File: config.mk
export PLATFORM = sky130hd
export DESIGN_NAME = ascs_ctrl
export DESIGN_NICKNAME = d
export VERILOG_FILES = /design/src/design/ascs_pkg.sv /design/src/design/ascs_ctrl.sv
export SDC_FILE = /design/constraint.sdc
export NUM_CORES = 1
export LEC_CHECK = 0
export ABC_CLOCK_PERIOD_IN_PS = 2000
export BUFFER_PORTS_ARGS = -buffer_cell sky130_fd_sc_hd__buf_2
export CAP_MARGIN = 10
export CORE_UTILIZATION = 35
export CTS_CLUSTER_SIZE = 24
export DETAILED_ROUTE_END_ITERATION = 8
export PLACE_DENSITY = 0.68
export SETUP_SLACK_MARGIN = 0.2
export SKIP_LAST_GASP = 1
export SLEW_MARGIN = 25
export SYNTH_ARGS = -nofsm -noshare
export SYNTH_HDL_FRONTEND = slang
export SYNTH_SLANG_ARGS = --single-unit
File: constraint.sdc
create_clock -name clk_sys_i -period 2 [get_ports clk_sys_i]
set_input_delay 0.2 -clock clk_sys_i [delete_from_list [all_inputs] [get_ports clk_sys_i]]
set_output_delay 0.2 -clock clk_sys_i [all_outputs]
set_load 0.05 [all_outputs]
File: src/design/ascs_pkg.sv
/*
 * Package of the serial control/status block: register offsets,
 * bit positions, reset values and the packed carriers.
 * Assumes a 32-bit APB with byte addresses and one register per word.
 */
package ascs_pkg;

    localparam int unsigned ADDR_W = 8;

    // register byte offsets
    localparam logic [ADDR_W-1:0] OFS_CTRL_B = 8'h00;
    localparam logic [ADDR_W-1:0] OFS_STAT_A = 8'h04;
    localparam logic [ADDR_W-1:0] OFS_DATA = 8'h08;
    localparam logic [ADDR_W-1:0] OFS_CFG = 8'h0C;
    localparam logic [ADDR_W-1:0] OFS_EVT = 8'h10;
    localparam logic [ADDR_W-1:0] OFS_MASK = 8'h14;

    // serial_control_b bit positions
    localparam int unsigned CB_TX_ON = 3;
    localparam int unsigned CB_RX_ON = 2;
    localparam int unsigned CB_STANDBY = 1;
    localparam int unsigned CB_BREAK = 0;

    // serial_status_a bit positions
    localparam int unsigned SA_TX_EMPTY = 7;
    localparam int unsigned SA_TX_DONE = 6;
    localparam int unsigned SA_RX_FULL = 5;

    // configuration bit positions
    localparam int unsigned CF_LOOP = 0;
    localparam int unsigned CF_WAKE = 1;
    localparam int unsigned CF_LONG_BRK = 2;

    // event bit positions, shared by event and mask registers
    localparam int unsigned EV_TX_EMPTY = 0;
    localparam int unsigned EV_TX_DONE = 1;
    localparam int unsigned EV_RX_FULL = 2;
    localparam int unsigned EV_WAKE = 3;
    localparam int unsigned EV_N = 4;

    // values after reset
    localparam logic [7:0] CTRL_B_RST = 8'h00;
    localparam logic [2:0] CFG_RST = 3'h0;
    localparam logic [EV_N-1:0] EVT_RST = 4'h0;
    localparam logic [EV_N-1:0] MASK_RST = 4'h0;
    localparam logic [7:0] DATA_RST = 8'h00;

    typedef enum logic {
        WAKE_IDLE_LINE,
        WAKE_ADDR_MARK
    } ascs_wake_type;

    typedef struct packed {
        logic tx_unit_on;
        logic rx_unit_on;
        logic receive_standby;
        logic break_request;
    } ascs_ctrl_type;

    typedef struct packed {
        logic long_break_select;
        ascs_wake_type wake_select;
        logic loop_select;
    } ascs_cfg_type;

    typedef struct packed {
        logic tx_buffer_empty;
        logic tx_all_done;
        logic rx_buffer_full;
    } ascs_flag_type;

    localparam ascs_ctrl_type CTRL_RST = '{1'b0, 1'b0, 1'b0, 1'b0};
    localparam ascs_flag_type FLAG_RST = '{1'b1, 1'b1, 1'b0};

endpackage

File: src/design/ascs_ctrl.sv
/*
 * Control bits and first status flags of an asynchronous serial port,
 * reached over APB. Holds the transmit buffer and receive data register
 * and the arming logic for the read-status-then-access clear sequences.
 * Assumes the shifters, baud logic and wake detector run on clk_sys_i
 * and talk to this block through single-cycle strobes.
 */
// Our own choices: the APB slave port and the register addresses.
`timescale 1ns/1ps
`default_nettype none

module ascs_ctrl
    import ascs_pkg::*;
(
    // clock, reset, freeze
    input wire logic clk_sys_i,
    input wire logic rst_n_i,
    input wire logic ce_i,

    // apb slave
    input wire logic psel_i,
    input wire logic penable_i,
    input wire logic pwrite_i,
    input wire logic [ADDR_W-1:0] paddr_i,
    input wire logic [31:0] pwdata_i,
    output logic [31:0] prdata_o,
    output logic pready_o,
    output logic pslverr_o,

    // transmit shifter side
    input wire logic tx_load_i,
    input wire logic tx_busy_i,
    input wire logic tx_pre_taken_i,
    input wire logic tx_brk_taken_i,
    output logic [7:0] tx_data_o,
    output logic tx_data_valid_o,
    output logic tx_preamble_req_o,
    output logic tx_break_req_o,
    output logic tx_long_break_o,
    output logic tx_pin_serial_o,

    // receive shifter and wake detector side
    input wire logic rx_char_i,
    input wire logic [7:0] rx_data_i,
    input wire logic rx_msb_i,
    input wire logic rx_idle_i,
    output logic rx_pin_serial_o,
    output logic rx_standby_o,

    // interrupt
    output logic irq_o
);

    function automatic logic hit(input logic [ADDR_W-1:0] a, input logic [ADDR_W-1:0] ofs);
        hit = (a == ofs);
    endfunction

    function automatic logic mapped(input logic [ADDR_W-1:0] a);
        mapped = hit(a, OFS_CTRL_B) | hit(a, OFS_STAT_A) | hit(a, OFS_DATA)
               | hit(a, OFS_CFG) | hit(a, OFS_EVT) | hit(a, OFS_MASK);
    endfunction

    // bus state
    logic ph_q, ph_d;
    logic [31:0] rdata_q, rdata_d;
    logic acc;
    logic wr;
    logic rd;

    // register state
    ascs_ctrl_type ctrl_q, ctrl_d;
    ascs_cfg_type cfg_q, cfg_d;
    ascs_flag_type flag_q, flag_d;
    ascs_flag_type arm_q, arm_d;
    logic [EV_N-1:0] evt_q, evt_d;
    logic [EV_N-1:0] mask_q, mask_d;
    logic [7:0] txbuf_q, txbuf_d;
    logic txfull_q, txfull_d;
    logic [7:0] rxbuf_q, rxbuf_d;
    logic pre_q, pre_d;
    logic brkq_q, brkq_d;

    // next-state helpers
    logic tx_rise;
    logic brk_wr1;
    logic data_wr;
    logic data_rd;
    logic wake;
    logic rx_take;
    logic [EV_N-1:0] ev_set;
    ascs_ctrl_type ctrl_wr;

    // one wait-free access phase after a captured setup cycle
    assign acc = psel_i & penable_i & ph_q & ce_i;
    assign wr = acc & pwrite_i;
    assign rd = acc & ~pwrite_i;
    assign pready_o = ph_q & ce_i;
    assign pslverr_o = pready_o & ~mapped(paddr_i);
    assign prdata_o = rdata_q;

    assign ctrl_wr = ascs_ctrl_type'(pwdata_i[3:0]);

    always_comb
    begin
        ph_d = ph_q;
        rdata_d = rdata_q;
        ctrl_d = ctrl_q;
        cfg_d = cfg_q;
        flag_d = flag_q;
        arm_d = arm_q;
        evt_d = evt_q;
        mask_d = mask_q;
        txbuf_d = txbuf_q;
        txfull_d = txfull_q;
        rxbuf_d = rxbuf_q;
        pre_d = pre_q;
        brkq_d = brkq_q;
        ev_set = '0;

        tx_rise = wr & hit(paddr_i, OFS_CTRL_B) & ctrl_wr.tx_unit_on & ~ctrl_q.tx_unit_on;
        brk_wr1 = wr & hit(paddr_i, OFS_CTRL_B) & ctrl_wr.break_request;
        data_wr = wr & hit(paddr_i, OFS_DATA);
        data_rd = rd & hit(paddr_i, OFS_DATA);

        // setup capture: read data is registered before the access phase
        if (psel_i & ~penable_i)
        begin
            ph_d = 1'b1;
            rdata_d = '0;
            if (!pwrite_i)
            begin
                if (hit(paddr_i, OFS_CTRL_B))
                    rdata_d[3:0] = ctrl_q;
                if (hit(paddr_i, OFS_STAT_A))
                begin
                    rdata_d[SA_TX_EMPTY] = flag_q.tx_buffer_empty;
                    rdata_d[SA_TX_DONE] = flag_q.tx_all_done;
                    rdata_d[SA_RX_FULL] = flag_q.rx_buffer_full;
                end
                if (hit(paddr_i, OFS_DATA))
                    rdata_d[7:0] = rxbuf_q;
                if (hit(paddr_i, OFS_CFG))
                    rdata_d[2:0] = cfg_q;
                if (hit(paddr_i, OFS_EVT))
                    rdata_d[EV_N-1:0] = evt_q;
                if (hit(paddr_i, OFS_MASK))
                    rdata_d[EV_N-1:0] = mask_q;
            end
        end
        else if (acc)
        begin
            ph_d = 1'b0;
        end

        if (cfg_q.wake_select == WAKE_IDLE_LINE)
            wake = ctrl_q.receive_standby & rx_idle_i;
        else
            wake = ctrl_q.receive_standby & rx_char_i & rx_msb_i;
        // non-waking characters are dropped in standby
        rx_take = rx_char_i & (~ctrl_q.receive_standby | wake);

        // control writes
        if (wr & hit(paddr_i, OFS_CTRL_B))
            ctrl_d = ctrl_wr;
        else if (wake)
            ctrl_d.receive_standby = 1'b0;
        // a standby write of one always lands, even against a wake
        if (wr & hit(paddr_i, OFS_CTRL_B) & ctrl_wr.receive_standby)
            ctrl_d.receive_standby = 1'b1;

        if (wr & hit(paddr_i, OFS_CFG))
            cfg_d = ascs_cfg_type'(pwdata_i[2:0]);
        if (wr & hit(paddr_i, OFS_MASK))
            mask_d = pwdata_i[EV_N-1:0];

        if (tx_rise)
            pre_d = 1'b1;
        else if (tx_pre_taken_i | ~ctrl_q.tx_unit_on)
            pre_d = 1'b0;

        // a one written to the break bit while it is clear queues one break
        if (brk_wr1 & ~ctrl_q.break_request)
            brkq_d = 1'b1;
        else if (tx_brk_taken_i)
            brkq_d = 1'b0;

        // transmit buffer occupancy
        if (data_wr)
        begin
            txbuf_d = pwdata_i[7:0];
            txfull_d = 1'b1;
        end
        else if (tx_load_i)
            txfull_d = 1'b0;

        // receive data register
        if (rx_take)
            rxbuf_d = rx_data_i;

        // status reads arm the clear sequences, writes do nothing
        if (rd & hit(paddr_i, OFS_STAT_A))
        begin
            arm_d.tx_buffer_empty = rdata_q[SA_TX_EMPTY];
            arm_d.tx_all_done = rdata_q[SA_TX_DONE];
            arm_d.rx_buffer_full = rdata_q[SA_RX_FULL];
        end

        if (data_wr & arm_q.tx_buffer_empty)
        begin
            flag_d.tx_buffer_empty = 1'b0;
            arm_d.tx_buffer_empty = 1'b0;
        end
        // buffer to shifter sets buffer-empty, set wins
        if (tx_load_i)
        begin
            flag_d.tx_buffer_empty = 1'b1;
            ev_set[EV_TX_EMPTY] = ~flag_q.tx_buffer_empty;
        end

        // armed write, enable rise or break write clears all-done
        if (arm_q.tx_all_done & (data_wr | tx_rise | brk_wr1))
        begin
            flag_d.tx_all_done = 1'b0;
            arm_d.tx_all_done = 1'b0;
        end
        // idle transmitter sets all-done
        // work queued in this very cycle must keep it clear, else the set beats every clear
        if (flag_q.tx_buffer_empty & ~txfull_q & ~tx_busy_i & ~pre_q & ~brkq_q
            & ~ctrl_q.break_request & ~tx_load_i
            & ~tx_rise & ~data_wr & ~brk_wr1)
        begin
            flag_d.tx_all_done = 1'b1;
            ev_set[EV_TX_DONE] = ~flag_q.tx_all_done;
        end

        if (data_rd & arm_q.rx_buffer_full)
        begin
            flag_d.rx_buffer_full = 1'b0;
            arm_d.rx_buffer_full = 1'b0;
        end
        // character into data register sets buffer-full, set wins
        if (rx_take)
        begin
            flag_d.rx_buffer_full = 1'b1;
            ev_set[EV_RX_FULL] = 1'b1;
        end

        ev_set[EV_WAKE] = wake;

        // sticky events, write one to clear, a new event wins
        for (int i = 0; i < EV_N; i++)
        begin
            if (wr & hit(paddr_i, OFS_EVT) & pwdata_i[i])
                evt_d[i] = 1'b0;
            if (ev_set[i])
                evt_d[i] = 1'b1;
        end
    end

    always_ff @(posedge clk_sys_i or negedge rst_n_i)
    begin
        if (!rst_n_i)
        begin
            ph_q <= 1'b0;
            rdata_q <= '0;
            ctrl_q <= CTRL_RST;
            cfg_q <= ascs_cfg_type'(CFG_RST);
            flag_q <= FLAG_RST;
            arm_q <= '0;
            evt_q <= EVT_RST;
            mask_q <= MASK_RST;
            txbuf_q <= DATA_RST;
            txfull_q <= 1'b0;
            rxbuf_q <= DATA_RST;
            pre_q <= 1'b0;
            brkq_q <= 1'b0;
        end
        else if (ce_i)
        begin
            ph_q <= ph_d;
            rdata_q <= rdata_d;
            ctrl_q <= ctrl_d;
            cfg_q <= cfg_d;
            flag_q <= flag_d;
            arm_q <= arm_d;
            evt_q <= evt_d;
            mask_q <= mask_d;
            txbuf_q <= txbuf_d;
            txfull_q <= txfull_d;
            rxbuf_q <= rxbuf_d;
            pre_q <= pre_d;
            brkq_q <= brkq_d;
        end
    end

    assign tx_data_o = txbuf_q;
    // buffer is only offered while the transmitter is on
    assign tx_data_valid_o = txfull_q & ctrl_q.tx_unit_on;
    assign tx_preamble_req_o = pre_q;
    // break bit held high keeps breaks coming
    // queued break plus held bit may give a second one
    assign tx_break_req_o = (brkq_q | ctrl_q.break_request) & ctrl_q.tx_unit_on;
    assign tx_long_break_o = cfg_q.long_break_select;
    // pin stays with the transmitter until queued work drains
    assign tx_pin_serial_o = ctrl_q.tx_unit_on | tx_busy_i | pre_q | brkq_q;
    // loop mode frees the pin too
    assign rx_pin_serial_o = ctrl_q.rx_unit_on & ~cfg_q.loop_select;
    assign rx_standby_o = ctrl_q.receive_standby;
    assign irq_o = |(evt_q & mask_q);

endmodule

`default_nettype wire

==> impl_metrics.json, run 1 <==
{
  "critPathCaptureType": "register",
  "gp_congestion": 0.893,
  "grt_max_degree": 19,
  "p_clk_frac": 0.380,
  "rows": 31,
  "r2r_cells": 4,
  "p_switching_w": 0.000572,
  "cts.sinks": 49,
  "core-area_um2": 7210,
  "finClkSkew_ps": 14.4,
  "p_per_area_nw_per_um2": 701,
  "die_x_um": 88.1,
  "ant_nets": 0,
  "drtIter0Drc": 159,
  "hpwl_um": 4790,
  "finalHoldViolCount": 0,
  "track_usage": 0.164,
  "holdCritStartpoint": "pwdata_i[6]",
  "hold_end": "tx_data_o[6]$_DFFE_PN0P_",
  "drt-total-wl_um": 6060,
  "io_buffers": 62,
  "rr_startpoint": "ph_q$_DFFE_PN0P_",
  "synth_cells": 246,
  "synth_cell_types": 46,
  "dr.pass1.iters": 4,
  "seq_power_share": 0.479,
  "worst_ep_arrival_time_ps": 1870,
  "rrSetupSlack_ps": 310,
  "n_antenna_cell": 0,
  "hold_path.class": "in2reg",
  "die_y_um": 88.1,
  "grt.overflow.total": 0,
  "final_nets": 374,
  "reg2reg_to": "cfg_q[0]$_DFFE_PN0P_",
  "p_sw_frac": 0.263,
  "cp-start-kind": "register",
  "worstPathMaxFanout": 4,
  "leakagePower_nw": 1.50,
  "viasPerCell": 5.03,
  "clk_pin_slew_ps": 100,
  "setup_viol": 0,
  "max_freq_ghz": 0.590,
  "fin_crit_sh": 0.847,
  "final-max-slew-violation-count": 0,
  "combinationalPowerShare": 0.141,
  "cts_tree": "done",
  "final_core_util": 0.430,
  "status": "completed",
  "ys_ff_latch": 49,
  "start_util": 0.360,
  "ys_seq_area_frac": 0.473,
  "vdd_drop_max_mv": 0.358,
  "worstSkewPairLatency_ps": 300,
  "grt_pass1_wl_um": 9640,
  "drive_gt1_frac": 0.373,
  "grt_setup_unrepaired": "false",
  "max-cap-violations": 0,
  "wl_per_cell_um": 14.7,
  "required_ps": 2180,
  "placed_area_um2": 2960,
  "syn_area_per_cell_um2": 10.6,
  "syn-cell-area_um2": 2600,
  "grt_pass1_vias": 1983,
  "tns_ps": 0,
  "finalPower_w": 0.00217,
  "final_area_um2": 3100,
  "cts.path.max_buffers": 2,
  "finalCriticalPeriod_ps": 1690,
  "htreeDepth": 2,
  "async_flop_share": 1.00,
  "cts-buffers-inserted": 5,
  "vias": 2079,
  "critPathKind": "reg2reg",
  "yosysWarningCount": 0,
  "power.internal_w": 0.00160,
  "cts-root-buf": "clkbuf_8",
  "pin_count": 111,
  "synthFlopType": "dfrtp_1",
  "hold_depth": 2,
  "synth_edf_count": 0,
  "area_delta_synth_final_pct": 19.5,
  "die_area_um2": 7770,
  "drc": 0,
  "antenna_found_initial": 0
}
registers in the layout, indices dropped and copies added (netlist names):
name / count
mask_q: 4
rxbuf_q: 8
cfg_q: 2
prdata_o: 8
arm_q: 3
evt_q: 4
tx_preamble_req_o: 1
tx_long_break_o: 1
tx_data_o: 8
txfull_q: 1
brkq_q: 1
flag_q: 3
ph_q: 1
ctrl_q: 3
rx_standby_o: 1
logic make-up after synthesis:
group | count (synthesis) | share of synthesized area
other | 1 | 0.00144
DFF | 49 | 0.473
AOI/OAI and AO/OA | 50 | 0.133
muxes | 29 | 0.124
and+or+nand+nor | 74 | 0.170
buffers and inverters | 43 | 0.0983
power groups by stage:
stage	clock network, W	registers (W)	logic [W]
CTS	0.000847	0.00104	0.000311
floorplan	0	0.00106	0.000242
finish	0.000826	0.00104	0.000308
detailed placement	0	0.00106	0.000309
global placement	0	0.00106	0.000305
global route	0.000895	0.00105	0.000336
through the flow:
stage	worst slack, ps	instances	hold WS (ps)
floorplan	296	269	-95.6
global placement	254	404	135
detailed placement	234	404	133
CTS	331	413	116
global route	253	413	109
finish	306	413	121
cell usage after synthesis (4+ instances only):
master / count / area [um^2]
buf_4: 24 / 180
nor2_1: 8 / 30.0
inv_1: 9 / 33.8
clkbuf_1: 7 / 26.3
nor3_1: 5 / 25.0
dfrtp_1: 47 / 1180
nand2_1: 25 / 93.8
o21ai_0: 15 / 75.1
nand3_1: 5 / 25.0
nand2b_1: 4 / 25.0
mux2_2: 26 / 293
a22oi_1: 10 / 75.1
worst max-delay path by stage:
stage / startpoint / to / slack (ps) / cells after the start
after floorplan: ce_i / pslverr_o / 300 / 3
after global placement: paddr_i[7] / cfg_q[0]$_DFFE_PN0P_ / 250 / 4
after detailed placement: paddr_i[7] / cfg_q[0]$_DFFE_PN0P_ / 230 / 4
after CTS: ph_q$_DFFE_PN0P_ / cfg_q[0]$_DFFE_PN0P_ / 330 / 4
after global routing: ph_q$_DFFE_PN0P_ / cfg_q[0]$_DFFE_PN0P_ / 250 / 4
final: ph_q$_DFFE_PN0P_ / cfg_q[0]$_DFFE_PN0P_ / 310 / 4
repair_timing:
action / in CTS / in global routing
endpoints found under the hold margin: 13 / 0
hold buffers: 1 / 0
endpoints found under the setup margin: 0 / 0
resized for setup: 0 / 0
setup buffers: 0 / 0
final cells by class:
| class | instances | area, um^2 |
|---|---|---|
| Inverter | 9 | 33.8 |
| Timing Repair Buffer | 71 | 380 |
| Tap cell | 99 | 124 |
| Clock inverter | 3 | 65.1 |
| Fill cell | 715 | 4110 |
| Sequential cell | 49 | 1230 |
| Multi-Input combinational cell | 177 | 1200 |
| Clock buffer | 5 | 68.8 |
worst max-delay path: stages, from the launching register on:
cell and delay (ps):
dfrtp_1 390, and4_1 280, nand2_1 150, nor4_4 390, mux2_2 380
layer usage:
metal	global-route usage	wire, um	share of wire
met5	0	0	0
met4	0.0425	17	0.0028
met3	0.0424	385	0.064
met2	0.278	3070	0.51
met1	0.208	2580	0.43
placed cells by master, fill, tap and decap left out, types with 3 or more instances in the layout:
| cell | count |
|---|---|
| mux2i_1 | 3 |
| inv_1 | 9 |
| a21o_1 | 3 |
| nand2_1 | 25 |
| and2_1 | 3 |
| nor3_1 | 5 |
| buf_2 | 62 |
| nand2b_1 | 4 |
| a22oi_1 | 10 |
| o21ai_0 | 15 |
| mux2_2 | 26 |
| a32o_1 | 3 |
| nor2_1 | 8 |
| nand3_1 | 5 |
| buf_4 | 8 |
| clkbuf_8 | 5 |
| conb_1 | 24 |
| nand4_1 | 3 |
| dfrtp_1 | 47 |
(Power assumes the default switching activity.)
==> inputs of run 2 (changes only) <==
- ABC_CLOCK_PERIOD_IN_PS: 2000 -> 1400
- PLACE_DENSITY: 0.68 -> 0.7
- clock period: 2 -> 1.4 ns (I/O delays scaled with it)
==> run 2 against run 1 <==
Compared with the run above:
- fmax up 9.0%
- the run now ends with setup timing left
- largest power group unchanged
- critical endpoint is now mask_q[3]$_DFFE_PN0P_
- design area up 25%
- die area unchanged
- utilization up 11 points
- total power up 38%
- critical path type unchanged
- sequential power up 43%
==> impl_metrics.json, run 2 (synthesis results as in run 1) <==
{
  "p_sw_frac": 0.300,
  "p_per_area_nw_per_um2": 773,
  "grt_setup_unrepaired": "true",
  "drive_gt1_frac": 0.544,
  "die_x_um": 88.1,
  "vdd_drop_max_mv": 0.419,
  "pin_count": 111,
  "finalHoldViolCount": 0,
  "htreeDepth": 2,
  "drc": 0,
  "hold_depth": 2,
  "core-area_um2": 7210,
  "gp_congestion": 0.905,
  "slowest_stage": "dfrtp_1",
  "cp-start-kind": "register",
  "drtIter0Drc": 114,
  "final_core_util": 0.539,
  "violations": "setup timing",
  "max-cap-violations": 0,
  "grt_pass1_vias": 2297,
  "hold_end": "rxbuf_q[7]$_DFFE_PN0P_",
  "leakagePower_nw": 1.89,
  "track_usage": 0.194,
  "io_buffers": 62,
  "grt.overflow.total": 0,
  "tns_ps": -1760,
  "n_antenna_cell": 0,
  "p_clk_frac": 0.295,
  "drt-total-wl_um": 7630,
  "rows": 31,
  "fin_crit_sh": 1.11,
  "final_common_cell": "buf_2",
  "die_y_um": 88.1,
  "holdCritStartpoint": "rx_data_i[7]",
  "status": "finished with violations",
  "cpPeakStageDelay_ps": 360,
  "critPathCaptureType": "register",
  "grt_pass1_wl_um": 11400,
  "die_area_um2": 7770,
  "worstSkewPairLatency_ps": 310,
  "power.internal_w": 0.00211,
  "finalCriticalPeriod_ps": 1550,
  "finClkSkew_ps": 7.24,
  "hold_path.class": "in2reg",
  "critPathKind": "reg2reg",
  "antenna_found_initial": 0,
  "final-max-slew-violation-count": 0,
  "viasPerCell": 5.08,
  "rr_startpoint": "ph_q$_DFFE_PN0P_",
  "cts-root-buf": "clkbuf_8",
  "final_nets": 431,
  "crit_path_cell_trace": "and4_4 -> buf_4 -> nand2_4 -> buf_4 -> or2_4 -> mux2_2",
  "worst_ep_arrival_time_ps": 1750,
  "start_util": 0.360,
  "worstPathMaxFanout": 4,
  "cts-buffers-inserted": 5,
  "cts.path.max_buffers": 2,
  "setup_viol": 18,
  "wl_per_cell_um": 16.2,
  "p_switching_w": 0.000901,
  "worst_slack_ps": -154,
  "hpwl_um": 5270,
  "vias": 2387,
  "grt_max_degree": 50,
  "whs_ps": 55.4,
  "combinationalPowerShare": 0.208,
  "cts.sinks": 49,
  "cts_tree": "done",
  "required_ps": 1590,
  "finalPower_w": 0.00301,
  "dp_cells": 440,
  "r2r_cells": 6,
  "seq_power_share": 0.497,
  "dr.pass1.iters": 4,
  "clk_pin_slew_ps": 90,
  "finalNonFillerCells": 470,
  "rrSetupSlack_ps": -150,
  "path_common_cell": "buf_4",
  "reg2reg_to": "mask_q[3]$_DFFE_PN0P_",
  "final_cell_mix": "buf_2 (51), buf_4 (48), dfrtp_1 (45), nand2_1 (24), conb_1 (24)",
  "ant_nets": 0,
  "area_delta_synth_final_pct": 49.8,
  "max_freq_ghz": 0.644
}
==> run 2: area by class of cell <==
type	instances	area [um^2]
tap	99	124
timing repair buffer	128	973
clock inverter	1	7.51
multi-input combinational	177	1430
inverter	9	33.8
fill	624	3320
clock buffer	7	86.3
sequential	49	1230
==> run 2: power groups by stage <==
| stage | clock network, W | registers, W | logic (W) |
|---|---|---|---|
| 4_1_cts | 0.000898 | 0.00149 | 0.000600 |
| 3_5_place_dp | 0 | 0.00152 | 0.000533 |
| 6_report | 0.000887 | 0.00149 | 0.000625 |
| 3_3_place_gp | 0 | 0.00152 | 0.000524 |
| 5_1_grt | 0.000956 | 0.00150 | 0.000666 |
| 2_1_floorplan | 0 | 0.00151 | 0.000385 |
==> run 2: worst max-delay path: cells and delay by family (launching register included) <==
family / cells / cell delay [ps]
simple gates: 3 / 540
flops: 1 / 360
mux: 1 / 280
buf+inv: 2 / 250
==> run 2: worst max-delay path by stage <==
stage                                  to  depth (start not counted)               start  slack [ps]
global placement    ctrl_q[2]$_DFFE_PN0P_                          4    ph_q$_DFFE_PN0P_        -160
floorplan           ctrl_q[0]$_DFFE_PN0P_                          4    ph_q$_DFFE_PN0P_         -70
CTS                 ctrl_q[0]$_DFFE_PN0P_                          5    ph_q$_DFFE_PN0P_        -190
finish              mask_q[3]$_DFFE_PN0P_                          6    ph_q$_DFFE_PN0P_        -150
detailed placement  flag_q[1]$_DFFE_PN1P_                          6  brkq_q$_DFFE_PN0P_        -210
global route        ctrl_q[3]$_DFFE_PN0P_                          5    ph_q$_DFFE_PN0P_        -200
==> run 2: stage by stage <==
step | setup WS (ps) | instance area (um^2)
after floorplan | -66.4 | 2800
after global placement | -159 | 3330
after detailed placement | -205 | 3330
after CTS | -186 | 3760
after global routing | -196 | 3890
final | -154 | 3890
==> run 2: what timing repair did <==
item / CTS / global route
setup buffers: 16 / 4
resized for setup: 54 / 29
pin swaps: 15 / 15
gates cloned: 0 / 1
hold buffers: 1 / 0
endpoints found under the setup margin: 51 / 54
hold endpoints to repair: 47 / 0
==> run 2: per-layer routing <==
| layer | global-route usage | share of wire | vias to the layer above |
|---|---|---|---|
| met2 | 0.343 | 0.52 | 98 |
| li1 | - | - | 1084 |
| met1 | 0.240 | 0.41 | 1187 |
| met3 | 0.0358 | 0.051 | 18 |
| met5 | 0 | 0 | - |
| met4 | 0.0601 | 0.020 | 0 |
